--- src/suspend_wake_pkg.sv ---
// Register map, field positions and timing constants of the suspend wake logic
package suspend_wake_pkg;
    // ========================================
    // Register indices (byte address = 4 * index)
    localparam logic [9:0] IDX_MISC = 10'h03F;
    localparam logic [9:0] IDX_SUSPEND = 10'h050;
    localparam logic [9:0] IDX_EXTERNAL_PM_INTERRUPT_SMI = 10'h058;
    localparam logic [9:0] IDX_WAKE_SMI = 10'h059;
    localparam logic [9:0] IDX_EVENT = 10'h05C;
    localparam logic [9:0] IDX_RESUME_CTRL = 10'h05F;
    localparam logic [9:0] IDX_EN_LOW = 10'h06A;
    localparam logic [9:0] IDX_SOURCE = 10'h06B;
    localparam logic [9:0] IDX_EN_HIGH = 10'h0B1;
    localparam logic [9:0] IDX_IRQ_STATUS = 10'h0F0;
    localparam logic [9:0] IDX_IRQ_MASK = 10'h0F1;
    // ========================================
    // Field positions
    localparam int SHORT_PULSE_BIT = 6;
    localparam int GROUP_EN_BIT = 5;
    localparam int RING_EN_BIT = 4;
    localparam int START_SUSPEND_BIT = 0;
    localparam int PENDING_BIT = 1;
    localparam int WAKE_CLEAR_BIT = 6;
    localparam int WAKE_SMI_BIT = 0;
    localparam int SRC_RING_BIT = 0;
    localparam int SRC_GROUP_BIT = 1;
    localparam int SRC_PIN_BIT = 2;
    localparam int IRQ8_POS = 5;
    localparam int EVT_RESUME_BIT = 0;
    localparam int EVT_SUSPEND_BIT = 1;
    localparam int SYNC_PIN_POS = 17;
    localparam int SYNC_RING_POS = 16;
    // ========================================
    // Reset values
    localparam logic [7:0] RESET_BYTE = 8'h00;
    localparam logic [17:0] SYNC_INIT = 18'h20000;
    // ========================================
    // Timing
    localparam int CLK_HZ = 250_000_000;
    localparam int SAMPLE_HZ = 32_768;
    localparam int SAMPLE_DIV = CLK_HZ / SAMPLE_HZ;
    localparam int RING_HIGH_MS = 240;
    localparam int RING_LOW_MS = 60;
    // ========================================
    typedef enum logic {ST_ACTIVE, ST_SUSPENDED} power_state_t;
endpackage

--- src/suspend_wake.sv ---
// Suspend entry, wake source selection, ring counting and APB register file
//
// Register access over APB was chosen for this implementation.
`timescale 1ns/1ns
// How it works
// - Misc bit 6 high selects the half-width suspend refresh pulse, low the normal one.
// - Wake group, ring count or wake pin, any one or more, ends suspend.
// - Two enable registers choose which interrupt lines form the wake group.
// - Wake group lines only wake when the global group enable bit is one.
// - SYSTEM_MANAGEMENT_INTERRUPT comes from latched external PM lines or the wake event, each enabled.
// - All line wake enables reset to disabled.
// - Enabled lines wake on rising edge; IRQ8 alone wakes on falling edge.
// - Ring transitions counted; wake event when count exceeds threshold and enabled.
// - Ring input is sampled on a 32 kHz enable.
// - Wake pin always wakes, no enable, and raises the wake event.
// - Low enable bits: EPMI2, EPMI1, IRQ8, IRQ7, IRQ5, IRQ4, IRQ3, IRQ1.
// - High enable bits: EPMI4, EPMI3, IRQ15, IRQ14, IRQ12, IRQ11, IRQ10, IRQ9.
// - Three read-only source bits report ring, group or pin as wake cause.
// - After a group wake, enable registers read latched lines until the wake event clear or a start-suspend write is made.
// - Writing one to the start-suspend bit enters suspend.
module suspend_wake #(
    parameter int SAMPLE_DIV = suspend_wake_pkg::SAMPLE_DIV
) (
    // Clock and reset
    input wire logic clk,
    input wire logic rst_n,
    // APB slave
    input wire logic [11:0] paddr,
    input wire logic psel,
    input wire logic penable,
    input wire logic pwrite,
    input wire logic [31:0] pwdata,
    output logic [31:0] prdata,
    output logic pready,
    output logic pslverr,
    // Wake sources
    input wire logic [15:0] irqLine,
    input wire logic [3:0] externalPmInterrupt,
    input wire logic ringIndicatorInput,
    input wire logic suspendWakePin_n,
    // Status outputs
    output logic suspendActive,
    output logic wakePmEvent,
    output logic systemManagementInterrupt,
    output logic shortRefreshPulse,
    output logic irq
);
    // ========================================
    // Register decode
    function automatic logic hit(input logic [11:0] addr, input logic [9:0] idx);
        hit = (addr[11:2] == idx) && (addr[1:0] == 2'h0);
    endfunction

    function automatic logic mapped(input logic [11:0] addr);
        mapped = hit(addr, suspend_wake_pkg::IDX_MISC) || hit(addr, suspend_wake_pkg::IDX_SUSPEND)
            || hit(addr, suspend_wake_pkg::IDX_EXTERNAL_PM_INTERRUPT_SMI) || hit(addr, suspend_wake_pkg::IDX_WAKE_SMI)
            || hit(addr, suspend_wake_pkg::IDX_EVENT) || hit(addr, suspend_wake_pkg::IDX_RESUME_CTRL)
            || hit(addr, suspend_wake_pkg::IDX_EN_LOW) || hit(addr, suspend_wake_pkg::IDX_SOURCE)
            || hit(addr, suspend_wake_pkg::IDX_EN_HIGH) || hit(addr, suspend_wake_pkg::IDX_IRQ_STATUS)
            || hit(addr, suspend_wake_pkg::IDX_IRQ_MASK);
    endfunction

    // ========================================
    // State
    suspend_wake_pkg::power_state_t state, next_state;
    logic [7:0] miscControl, next_miscControl;
    logic [7:0] resumeControl, next_resumeControl;
    logic [15:0] lineEnable, next_lineEnable;
    logic [15:0] latchedLines, next_latchedLines;
    logic [2:0] wakeSource, next_wakeSource;
    logic wakeEvent, next_wakeEvent;
    logic [3:0] epmiSmiEnable, next_epmiSmiEnable;
    logic wakeSmiEnable, next_wakeSmiEnable;
    logic [1:0] irqStatus, next_irqStatus;
    logic [1:0] irqMask, next_irqMask;
    logic [4:0] ringCount, next_ringCount;
    logic ringSample, next_ringSample;
    logic [12:0] divCount, next_divCount;
    logic system_management_interrupt, next_smi;
    logic [31:0] readData, next_readData;

    // ========================================
    // Wake line vector in enable register layout
    logic [15:0] lineVec;
    logic [17:0] rawIn;
    logic [17:0] sync1, sync2, sync3;
    logic [17:0] stable, next_stable;

    assign lineVec = {externalPmInterrupt[3], externalPmInterrupt[2], irqLine[15], irqLine[14],
                      irqLine[12], irqLine[11], irqLine[10], irqLine[9],
                      externalPmInterrupt[1], externalPmInterrupt[0], irqLine[8], irqLine[7],
                      irqLine[5], irqLine[4], irqLine[3], irqLine[1]};
    assign rawIn = {suspendWakePin_n, ringIndicatorInput, lineVec};

    // ========================================
    // Input synchronisers
    genvar gi;
    generate
        for (gi = 0; gi < 18; gi++) begin : g_sync
            // A change counts only once two later stages agree
            assign next_stable[gi] = (sync2[gi] == sync3[gi]) ? sync2[gi] : stable[gi];
            always_ff @(posedge clk) begin
                if (!rst_n) begin
                    sync1[gi] <= suspend_wake_pkg::SYNC_INIT[gi];
                    sync2[gi] <= suspend_wake_pkg::SYNC_INIT[gi];
                    sync3[gi] <= suspend_wake_pkg::SYNC_INIT[gi];
                    stable[gi] <= suspend_wake_pkg::SYNC_INIT[gi];
                end else begin
                    sync1[gi] <= rawIn[gi];
                    sync2[gi] <= sync1[gi];
                    sync3[gi] <= sync2[gi];
                    stable[gi] <= next_stable[gi];
                end
            end
        end
    endgenerate

    // ========================================
    // Edge detection
    logic [15:0] lineRise, lineFall, lineEdge;
    logic pinFall, sampleTick, ringToggle;

    always_comb begin
        lineRise = next_stable[15:0] & ~stable[15:0];
        lineFall = ~next_stable[15:0] & stable[15:0];
        lineEdge = lineRise;
        lineEdge[suspend_wake_pkg::IRQ8_POS] = lineFall[suspend_wake_pkg::IRQ8_POS];
    end

    assign pinFall = stable[suspend_wake_pkg::SYNC_PIN_POS] & ~next_stable[suspend_wake_pkg::SYNC_PIN_POS];
    // 32 kHz sampling enable from the system clock
    assign sampleTick = (divCount == 13'(SAMPLE_DIV - 1));
    // Fast chatter between ticks is lost by design
    assign ringToggle = sampleTick && (stable[suspend_wake_pkg::SYNC_RING_POS] != ringSample);

    // ========================================
    // APB strobes
    logic wrAccess, setupRead;
    logic [7:0] wrByte;
    logic [15:0] groupHit;
    logic ringHit, groupAny, anyWake;

    assign wrAccess = psel && penable && pwrite;
    assign setupRead = psel && !penable && !pwrite;
    assign wrByte = pwdata[7:0];

    // ========================================
    // Next-state logic
    always_comb begin
        next_state = state;
        next_miscControl = miscControl;
        next_resumeControl = resumeControl;
        next_lineEnable = lineEnable;
        next_latchedLines = latchedLines;
        next_wakeSource = wakeSource;
        next_wakeEvent = wakeEvent;
        next_epmiSmiEnable = epmiSmiEnable;
        next_wakeSmiEnable = wakeSmiEnable;
        next_irqStatus = irqStatus;
        next_irqMask = irqMask;
        next_ringCount = ringCount;
        next_ringSample = sampleTick ? stable[suspend_wake_pkg::SYNC_RING_POS] : ringSample;
        next_divCount = sampleTick ? 13'h0000 : divCount + 13'h0001;
        next_readData = readData;
        groupHit = lineEdge & lineEnable
            & {16{resumeControl[suspend_wake_pkg::GROUP_EN_BIT]}};
        groupAny = |groupHit;
        ringHit = resumeControl[suspend_wake_pkg::RING_EN_BIT]
            && (ringCount > {1'b0, resumeControl[3:0]});
        anyWake = (state == suspend_wake_pkg::ST_SUSPENDED) && (groupAny || ringHit || pinFall);

        // Register writes
        if (wrAccess) begin
            if (hit(paddr, suspend_wake_pkg::IDX_MISC)) begin
                next_miscControl = wrByte;
            end
            if (hit(paddr, suspend_wake_pkg::IDX_RESUME_CTRL)) begin
                next_resumeControl = wrByte;
            end
            if (hit(paddr, suspend_wake_pkg::IDX_EN_LOW)) begin
                next_lineEnable[7:0] = wrByte;
            end
            if (hit(paddr, suspend_wake_pkg::IDX_EN_HIGH)) begin
                next_lineEnable[15:8] = wrByte;
            end
            if (hit(paddr, suspend_wake_pkg::IDX_EXTERNAL_PM_INTERRUPT_SMI)) begin
                next_epmiSmiEnable = wrByte[3:0];
            end
            if (hit(paddr, suspend_wake_pkg::IDX_WAKE_SMI)) begin
                next_wakeSmiEnable = wrByte[suspend_wake_pkg::WAKE_SMI_BIT];
            end
            if (hit(paddr, suspend_wake_pkg::IDX_IRQ_MASK)) begin
                next_irqMask = wrByte[1:0];
            end
            if (hit(paddr, suspend_wake_pkg::IDX_IRQ_STATUS)) begin
                next_irqStatus = irqStatus & ~wrByte[1:0];
            end
            if (hit(paddr, suspend_wake_pkg::IDX_EVENT) && wrByte[suspend_wake_pkg::WAKE_CLEAR_BIT]) begin
                next_wakeEvent = 1'b0;
                next_latchedLines = 16'h0000;
            end
            if (hit(paddr, suspend_wake_pkg::IDX_SUSPEND) && wrByte[suspend_wake_pkg::START_SUSPEND_BIT]) begin
                next_state = suspend_wake_pkg::ST_SUSPENDED;
                next_ringCount = 5'h00;
                next_wakeSource = 3'h0;
                next_irqStatus[suspend_wake_pkg::EVT_SUSPEND_BIT] = 1'b1;
            end
        end

        // Ring transitions counted only while suspended, saturating
        if (state == suspend_wake_pkg::ST_SUSPENDED && ringToggle && ringCount != 5'h1F) begin
            next_ringCount = ringCount + 5'h01;
        end

        // Wake events win over a clear in the same cycle
        if (anyWake) begin
            next_state = suspend_wake_pkg::ST_ACTIVE;
            next_wakeEvent = 1'b1;
            next_wakeSource[suspend_wake_pkg::SRC_RING_BIT] = ringHit;
            next_wakeSource[suspend_wake_pkg::SRC_GROUP_BIT] = groupAny;
            next_wakeSource[suspend_wake_pkg::SRC_PIN_BIT] = pinFall;
            next_latchedLines = groupHit;
            next_irqStatus[suspend_wake_pkg::EVT_RESUME_BIT] = 1'b1;
        end

        // SYSTEM_MANAGEMENT_INTERRUPT from the wake event or latched external PM lines
        next_smi = (next_wakeEvent && next_wakeSmiEnable)
            || |({next_latchedLines[15:14], next_latchedLines[7:6]} & next_epmiSmiEnable);

        // Read data captured in the setup phase
        if (setupRead) begin
            next_readData = 32'h0000_0000;
            if (hit(paddr, suspend_wake_pkg::IDX_MISC)) begin
                next_readData[7:0] = miscControl;
            end
            if (hit(paddr, suspend_wake_pkg::IDX_RESUME_CTRL)) begin
                next_readData[7:0] = resumeControl;
            end
            if (hit(paddr, suspend_wake_pkg::IDX_EN_LOW)) begin
                next_readData[7:0] = (wakeEvent && wakeSource[suspend_wake_pkg::SRC_GROUP_BIT])
                    ? latchedLines[7:0] : lineEnable[7:0];
            end
            if (hit(paddr, suspend_wake_pkg::IDX_EN_HIGH)) begin
                next_readData[7:0] = (wakeEvent && wakeSource[suspend_wake_pkg::SRC_GROUP_BIT])
                    ? latchedLines[15:8] : lineEnable[15:8];
            end
            if (hit(paddr, suspend_wake_pkg::IDX_SOURCE)) begin
                next_readData[2:0] = wakeSource;
            end
            if (hit(paddr, suspend_wake_pkg::IDX_SUSPEND)) begin
                next_readData[suspend_wake_pkg::PENDING_BIT] = wakeEvent;
            end
            if (hit(paddr, suspend_wake_pkg::IDX_EVENT)) begin
                next_readData[suspend_wake_pkg::WAKE_CLEAR_BIT] = wakeEvent;
            end
            if (hit(paddr, suspend_wake_pkg::IDX_EXTERNAL_PM_INTERRUPT_SMI)) begin
                next_readData[3:0] = epmiSmiEnable;
            end
            if (hit(paddr, suspend_wake_pkg::IDX_WAKE_SMI)) begin
                next_readData[suspend_wake_pkg::WAKE_SMI_BIT] = wakeSmiEnable;
            end
            if (hit(paddr, suspend_wake_pkg::IDX_IRQ_STATUS)) begin
                next_readData[1:0] = irqStatus;
            end
            if (hit(paddr, suspend_wake_pkg::IDX_IRQ_MASK)) begin
                next_readData[1:0] = irqMask;
            end
        end
    end

    // ========================================
    // Registers
    always_ff @(posedge clk) begin
        if (!rst_n) begin
            state <= suspend_wake_pkg::ST_ACTIVE;
            miscControl <= suspend_wake_pkg::RESET_BYTE;
            resumeControl <= suspend_wake_pkg::RESET_BYTE;
            lineEnable <= {suspend_wake_pkg::RESET_BYTE, suspend_wake_pkg::RESET_BYTE};
            latchedLines <= 16'h0000;
            wakeSource <= 3'h0;
            wakeEvent <= 1'b0;
            epmiSmiEnable <= 4'h0;
            wakeSmiEnable <= 1'b0;
            irqStatus <= 2'h0;
            irqMask <= 2'h0;
            ringCount <= 5'h00;
            ringSample <= 1'b0;
            divCount <= 13'h0000;
            system_management_interrupt <= 1'b0;
            readData <= 32'h0000_0000;
        end else begin
            state <= next_state;
            miscControl <= next_miscControl;
            resumeControl <= next_resumeControl;
            lineEnable <= next_lineEnable;
            latchedLines <= next_latchedLines;
            wakeSource <= next_wakeSource;
            wakeEvent <= next_wakeEvent;
            epmiSmiEnable <= next_epmiSmiEnable;
            wakeSmiEnable <= next_wakeSmiEnable;
            irqStatus <= next_irqStatus;
            irqMask <= next_irqMask;
            ringCount <= next_ringCount;
            ringSample <= next_ringSample;
            divCount <= next_divCount;
            system_management_interrupt <= next_smi;
            readData <= next_readData;
        end
    end

    // ========================================
    // Outputs
    assign prdata = readData;
    assign pready = 1'b1;
    assign pslverr = psel && penable && !mapped(paddr);
    assign suspendActive = (state == suspend_wake_pkg::ST_SUSPENDED);
    assign wakePmEvent = wakeEvent;
    assign systemManagementInterrupt = system_management_interrupt;
    assign shortRefreshPulse = miscControl[suspend_wake_pkg::SHORT_PULSE_BIT];
    assign irq = |(irqStatus & irqMask);
endmodule

--- config.mk ---
export PLATFORM = sky130hd
export DESIGN_NAME = suspend_wake
export DESIGN_NICKNAME = d
export VERILOG_FILES = /design/src/suspend_wake_pkg.sv /design/src/suspend_wake.sv
export SDC_FILE = /design/constraint.sdc
export NUM_CORES = 1
export LEC_CHECK = 0
export BUFFER_PORTS_ARGS = -buffer_cell sky130_fd_sc_hd__buf_2
export CORE_MARGIN = 2
export CORE_UTILIZATION = 61
export DETAILED_ROUTE_END_ITERATION = 12
export GPL_TIMING_DRIVEN = 0
export PLACE_DENSITY = 0.85
export SLEW_MARGIN = 5
export SYNTH_ARGS = -nofsm -noshare
export SYNTH_HDL_FRONTEND = slang
export SYNTH_SLANG_ARGS = --single-unit
--- constraint.sdc ---
create_clock -name clk -period 7.8 [get_ports clk]
set_clock_uncertainty 0.1 [all_clocks]
set_input_delay 1.56 -clock clk [delete_from_list [all_inputs] [get_ports clk]]
set_output_delay 1.56 -clock clk [all_outputs]
set_load 0.01 [all_outputs]
==> results.txt, run 1 <==
----------------------------------------------------
[Floorplan]
  Initial core utilization ... 0.6268
  Top-Level Pins ... 110
  Horizontal die dimension ... 109.5 microns
  Die area ... 12000 sq um
  Die Height ... 109.5 microns
  Num rows ... 38
  Placeable core region ... 10840 sq um

[Yosys]
  Cell types with the largest area share after synthesis ... dfxtp_1, and2_1, a21oi_1
  Yosys top cell area share ... 0.4773
  Post-synth design cell area ... 6795 sq um
  Number of enable-type register cells in the synthesized netlist ... 0
  Most instantiated library cell after synthesis ... dfxtp_1
  Count of synthesis-stage warnings from yosys ... 0
  #FFs+latches synth ... 162
  Cell types with the highest counts after synthesis ... dfxtp_1, nand2_1, nor2_1
  Netlist cell types ... 65
  Syn Area/Cell ... 8.929 sq um
  Sequential-to-total area share from yosys stat ... 0.4773
  Predominant post-synthesis flop cell ... dfxtp_1
  Cell type with the highest aggregate area in the netlist ... dfxtp_1
  Synth Instances ... 761
  Share of flip-flops with an asynchronous set or reset after synthesis ... 0

[Flow run]
  Max-cap viol count ... 0

[GRT]
  Pin count of the biggest net entering global routing ... 17
  Global-route wire length before repair ... 27370 microns
  Overall global routing resource usage ... 0.3021
  Antenna violations before repair ... 0
  Vias in the first global route ... 5523
  Total overflow reported by the global router ... 0

[Timing]
  Hold Violations, Final ... 0
  Final Slew Violations ... 0
  Worst Hold Margin ... 0.3301 ns
  Setup Total Neg Slack ... 0 ns
  Portion of the clock cycle consumed by the worst path in the final layout ... 0.6852
  Worst-case headroom to the max-slew limit ... 0.3113
  Maximum operating frequency ... 0.1871 GHz
  Setup repair after global routing missed its margin ... false
  Final min period ... 5.345 ns
  Setup ws final ... 2.455 ns
  Final count of negative-setup-slack endpoints ... 0
  Worst Tran Pin Value ... 1.025 ns

[Finish]
  Layout cells sized above 1 ... 0.1586
  FF/Latch Area ... 3243 sq um
  Antenna diodes ... 0
  Fillers ... 827
  Area used by multi-input combinational logic ... 3241 sq um
  Signed area change from the synthesized netlist to the final layout ... 17.62%
  Number of nets at the end of the flow ... 936

[Power]
  Power density over the cells ... 231.5 nW/um^2
  Seq pwr share ... 0.458
  VDD IR max ... 0.0002123 V
  Combinational Power Share ... 0.042
  Net load switching power ... 0.4136 mW
  Clock group share of total power ... 0.500
  Internal Power ... 1.437 mW
  Lkg Pwr ... 3.123 nW
  Share of total power consumed by net switching ... 0.2235

[CTS]
  Number of gates resized after CTS ... 0
  Sink count of the clock tree ... 162
  Clock latency of the later-clocked register in the worst-skew pair ... 0.54 ns
  Clock tree from TritonCTS ... done
  Number of buffers added to fix hold violations after cts ... 0
  Number of buffers created by CTS ... 17
  Clock-pin slew of the registers on the worst-case setup and hold paths ... 0.07 ns
  Clk Tree Root Cell ... clkbuf_8
  Number of buffers added for setup after CTS ... 0
  Number of buffers between clock root and the deepest sink ... 2
  H-Tree Depth ... 4

[Worst setup path]
  Crit path required time ... 6.14 ns
  Critical path fanouts, max ... 9
  Critical path launch point type ... input pin
  Signal arrival time at the worst endpoint ... 3.68 ns
  Cell-by-cell listing of the critical path ... buf_2 > or3b_1 > buf_6 > nor3_1 > nand4_1 > nand4_1 > nor4b_1 > nor4b_1 > buf_2
  Critical Path Slowest Stage Cell ... nand4_1
  Longest individual stage delay on the worst path ... 0.54 ns
  Critical path class ... input pin to output pin
  Worst Setup SP ... paddr[11]
  Kind of end point of the critical path ... output pin
  Worst r2r src ... resumeControl[2]$_SDFFE_PN0P_

[Route]
  Topmost layer with routed signal wires ... met4
  WL/cell ... 17.35 microns
  Via density per instance ... 5.886
  Post-DRT Antenna Nets ... 0
  M1 WL ... 7320 microns
  Met3 routed wirelength ... 1421 microns
  Detailed Route WL ... 17520 microns
  Router iterations before antenna repair ... 5
  Number of DRC markers after the initial detailed-route iteration ... 499
  WL met2 ... 8237 microns
  Number of DRC violations after detailed routing ... 0
  Vias after detailed routing ... 5945

[Status]
  Outcome ... finished clean

[Place]
  Placed wire-length estimate ... 12640 microns
  Setup slack after placement ... 2.564 ns
  Port Buffer Count ... 54
  Final Wtd Congestion ... 0.9574

[Hold path]
  Origin of the worst min-delay path ... sync1[7]$_SDFF_PN0_
  Min-delay worst type ... flip-flop to flip-flop

----------------------------------------------------
==> critical path, delay by kind of cell <==
family	cells	cell delay [ns]
buf+inv	3	0.45
simple gates	6	1.66
==> metal layers <==
metal  GRT usage  vias up
met2      0.4885      311
met1      0.3785     2775
li1            -     2813
met5           0        -
met4      0.1410        0
met3     0.07647       46
==> flip-flops by register name, indices dropped and copies added (netlist names), 13 cells and up <==
signal / cells
lineEnable: 16
latchedLines: 16
divCount: 13
sync3: 18
sync1: 18
stable: 18
sync2: 18
==> per-stage QoR <==
step                      instance area (sq um)    util  cells  power (mW)
after floorplan                            6882       -    784      0.9114
after global placement                     7327  0.6759    978      0.9389
after detailed placement                   7333  0.6765    978      0.9423
after CTS                                  7993  0.7373   1010       1.855
after global routing                       7993  0.7373   1010       1.900
final                                      7993  0.7373   1010       1.851
==> final timing paths <==
check / end / slack, ns / cells after the start
worst min register to register: sync2[7]$_SDFF_PN0_ / 0.33 / 1
worst max register to register: wakeSource[0]$_SDFFE_PN0P_ / 4.80 / 11
worst max-delay path: pslverr / 2.46 / 9
worst min-delay path: sync2[7]$_SDFF_PN0_ / 0.33 / 1
==> layout by cell type (no fill, tap or decap), types with 26 or more instances in the layout <==
| cell | count |
|---|---|
| dfxtp_1 | 162 |
| nand2_1 | 84 |
| nor2_1 | 73 |
| a21oi_1 | 71 |
| and2_1 | 61 |
| buf_2 | 59 |
| o21ai_0 | 41 |
| clkbuf_1 | 32 |
| mux2i_1 | 30 |
| buf_4 | 26 |
==> cell type report <==
class                      count  area share
tap                          140     0.02192
buffer                        66     0.04587
clock inverter                15     0.03068
multi-input combinational    546      0.4054
sequential                   162      0.4058
inverter                      10    0.004696
timing repair buffer          54     0.03381
clock buffer                  17     0.05182
==> cell families after synthesis <==
family / share of synthesized area
XOR/XNOR: 0.01547
multiplexers: 0.04751
adder cells (fa/ha/maj): 0.01473
AO/OA/AOI/OAI: 0.1447
other: 0.001105
flip-flops: 0.4773
buffers and inverters: 0.05947
AND/OR/NAND/NOR: 0.2397
==> power groups by stage <==
stage / Combinational (mW) / Sequential (mW) / Clock (mW)
finish: 0.0775 / 0.848 / 0.925
global route: 0.0849 / 0.849 / 0.965
CTS: 0.0759 / 0.848 / 0.930
detailed placement: 0.0754 / 0.867 / 0
global placement: 0.0731 / 0.866 / 0
floorplan: 0.0459 / 0.866 / 0
(Power assumes the default switching activity.)
==> inputs of run 2 (changes only) <==
- CORE_UTILIZATION: 61 -> 51
- PLACE_DENSITY: 0.85 -> 0.76
- clock period: 7.8 -> 4.3 ns (I/O delays scaled with it)
==> run 2 against run 1 <==
Net effect:
- non-clock buffer count unchanged
- flip-flop and latch count unchanged
- first-iteration DRC count decreased by 3.6%
- sequential power increased by 82%
- largest cell class unchanged
- highest routed layer unchanged
==> results.txt, run 2 (synthesis gave the netlist of run 1 again) <==
----------------------------------------------------
[Worst setup path]
  Worst r2r dst ... wakeSource[1]$_SDFFE_PN0P_
  Critical path fanouts, max ... 9
  Worst r2r src ... resumeControl[2]$_SDFFE_PN0P_
  Cell-by-cell listing of the critical path ... buf_2 > or3b_1 > buf_6 > nor3_1 > nand4_1 > nand4_1 > nor4b_1 > nor4b_1 > buf_2
  Worst Setup SP ... paddr[11]
  Critical Path Slowest Stage Cell ... nand4_1
  Critical path launch point type ... input pin
  Path depth of the worst reg2reg path ... 11
  Crit path required time ... 3.34 ns
  Worst path top cell family by delay ... simple AND/OR/NAND/NOR gates
  Longest individual stage delay on the worst path ... 0.51 ns
  Sum of buffers and inverters on the critical path ... 3
  Critical path class ... input pin to output pin
  Kind of end point of the critical path ... output pin
  Internal reg-to-reg setup slack ... 1.39 ns
  Signal arrival time at the worst endpoint ... 2.88 ns

[Timing]
  Worst Tran Pin Value ... 1.053 ns
  Hold Violations, Final ... 0
  Final count of negative-setup-slack endpoints ... 0
  Setup ws final ... 0.4596 ns
  Maximum operating frequency ... 0.2604 GHz
  Final min period ... 3.840 ns
  Portion of the clock cycle consumed by the worst path in the final layout ... 0.8931
  Setup repair after global routing missed its margin ... false
  Setup Total Neg Slack ... 0 ns
  Final Slew Violations ... 0
  Worst-case headroom to the max-slew limit ... 0.2924

[Place]
  Setup slack after placement ... 0.4828 ns
  Final Wtd Congestion ... 0.9343
  Port Buffer Count ... 54
  Placed wire-length estimate ... 11720 microns

[Route]
  WL/cell ... 15.43 microns
  Post-DRT Antenna Nets ... 0
  Number of DRC violations after detailed routing ... 0
  Router iterations before antenna repair ... 5
  Vias after detailed routing ... 5707
  Via density per instance ... 5.456
  Number of DRC markers after the initial detailed-route iteration ... 481
  Detailed Route WL ... 16140 microns

[Power]
  Power density over the cells ... 397.3 nW/um^2
  Clock group share of total power ... 0.471
  Lkg Pwr ... 3.076 nW
  Seq pwr share ... 0.486
  Share of total power consumed by net switching ... 0.2201
  Combinational Power Share ... 0.043
  Internal Power ... 2.469 mW
  Net load switching power ... 0.6967 mW
  VDD IR max ... 0.0002535 V

[CTS]
  Clock-pin slew of the registers on the worst-case setup and hold paths ... 0.06 ns
  Clock latency of the later-clocked register in the worst-skew pair ... 0.43 ns
  Clock tree from TritonCTS ... done
  Clk Tree Root Cell ... clkbuf_16
  Sink count of the clock tree ... 162
  Number of buffers created by CTS ... 17
  Number of gates resized after CTS ... 0
  Number of buffers added to fix hold violations after cts ... 0
  H-Tree Depth ... 4
  Number of buffers added for setup after CTS ... 0
  Number of buffers between clock root and the deepest sink ... 2

[Floorplan]
  Num rows ... 42
  Placeable core region ... 13140 sq um
  Horizontal die dimension ... 119.4 microns
  Die Height ... 119.4 microns
  Initial core utilization ... 0.5172
  Die area ... 14260 sq um
  Top-Level Pins ... 110

[Finish]
  Commonest non-fill, non-tap cell in the layout ... dfxtp_1
  Fillers ... 1177
  Number of nets at the end of the flow ... 936
  Top library cells by usage in the layout, fill and taps aside ... dfxtp_1, nand2_1, nor2_1, a21oi_1, and2_1
  Layout cells sized above 1 ... 0.1575
  Signed area change from the synthesized netlist to the final layout ... 17.23%
  Antenna diodes ... 0

[GRT]
  Vias in the first global route ... 5216
  Overall global routing resource usage ... 0.2351
  Pin count of the biggest net entering global routing ... 17
  Antenna violations before repair ... 1
  Global-route wire length before repair ... 26210 microns
  Total overflow reported by the global router ... 0

[Status]
  Outcome ... finished clean

[Hold path]
  Min-delay worst type ... flip-flop to flip-flop
  Number of cells on the worst hold path ... 1
  Endpoint with the worst hold slack ... sync2[17]$_SDFF_PN1_
  Origin of the worst min-delay path ... sync1[17]$_SDFF_PN1_

[Flow run]
  Max-cap viol count ... 0

----------------------------------------------------
run 2: cell types whose count changed in the layout (fill, tap and decap cells not counted), moves of 2 or more:
cell        previous run  this run
bufinv_16              5         2
clkinvlp_4             0         4
inv_6                  4         2
inv_8                  3         0
run 2: how the worst max path moves through the flow:
stage	to	slack, ns	cells past startpoint
floorplan	pslverr	1.0	6
global placement	pslverr	0.48	8
detailed placement	pslverr	0.48	8
finish	pslverr	0.46	9
global route	pslverr	0.35	8
CTS	pslverr	0.48	8
run 2: layout make-up:
cell class              count  area [sq um]  area share
flip-flops and latches    162          3243      0.4071
multi-input cells         546          3241      0.4068
clock buffers              20         456.7     0.05733
plain buffers              66         366.6     0.04602
repair buffers             54         270.3     0.03392
well taps                 176         220.2     0.02764
clock inverters            12         131.4     0.01649
inverters                  10         37.54    0.004712
run 2: worst reg2reg max path, stage by stage (launching register included):
cell and delay [ns]:
dfxtp_1 0.33, inv_1 0.06, ha_1 0.30, o21ai_0 0.17
a21oi_1 0.06, o31ai_1 0.39, and2_1 0.19, clkbuf_1 0.24
clkbuf_1 0.38, buf_2 0.33, nand4_1 0.14, a21oi_1 0.17
run 2: per-stage QoR:
| step | instances | hold WS (ns) | total power, mW | utilization | area, sq um |
|---|---|---|---|---|---|
| finish | 1046 | 0.3171 | 3.165 | 0.6064 | 7966 |
| global placement | 1014 | 0.2901 | 1.705 | 0.5611 | 7372 |
| CTS | 1046 | 0.3198 | 3.181 | 0.6064 | 7966 |
| detailed placement | 1014 | 0.3048 | 1.707 | 0.5616 | 7378 |
| global route | 1046 | 0.3447 | 3.271 | 0.6064 | 7966 |
| floorplan | 784 | 0.2863 | 1.653 | - | 6882 |
run 2: metal layers:
layer	GRT usage	vias up	routed length, microns
met5	0	-	0
met4	0.09926	0	401
met3	0.06178	35	1353
met2	0.3718	262	7322
met1	0.3049	2599	7061
li1	-	2811	-
run 2: power by group through the flow:
stage / Combinational, mW / Sequential (mW) / Clock (mW)
detailed placement: 0.135 / 1.57 / 0
finish: 0.137 / 1.54 / 1.49
CTS: 0.136 / 1.54 / 1.51
global placement: 0.134 / 1.57 / 0
floorplan: 0.0833 / 1.57 / 0
global route: 0.151 / 1.54 / 1.58
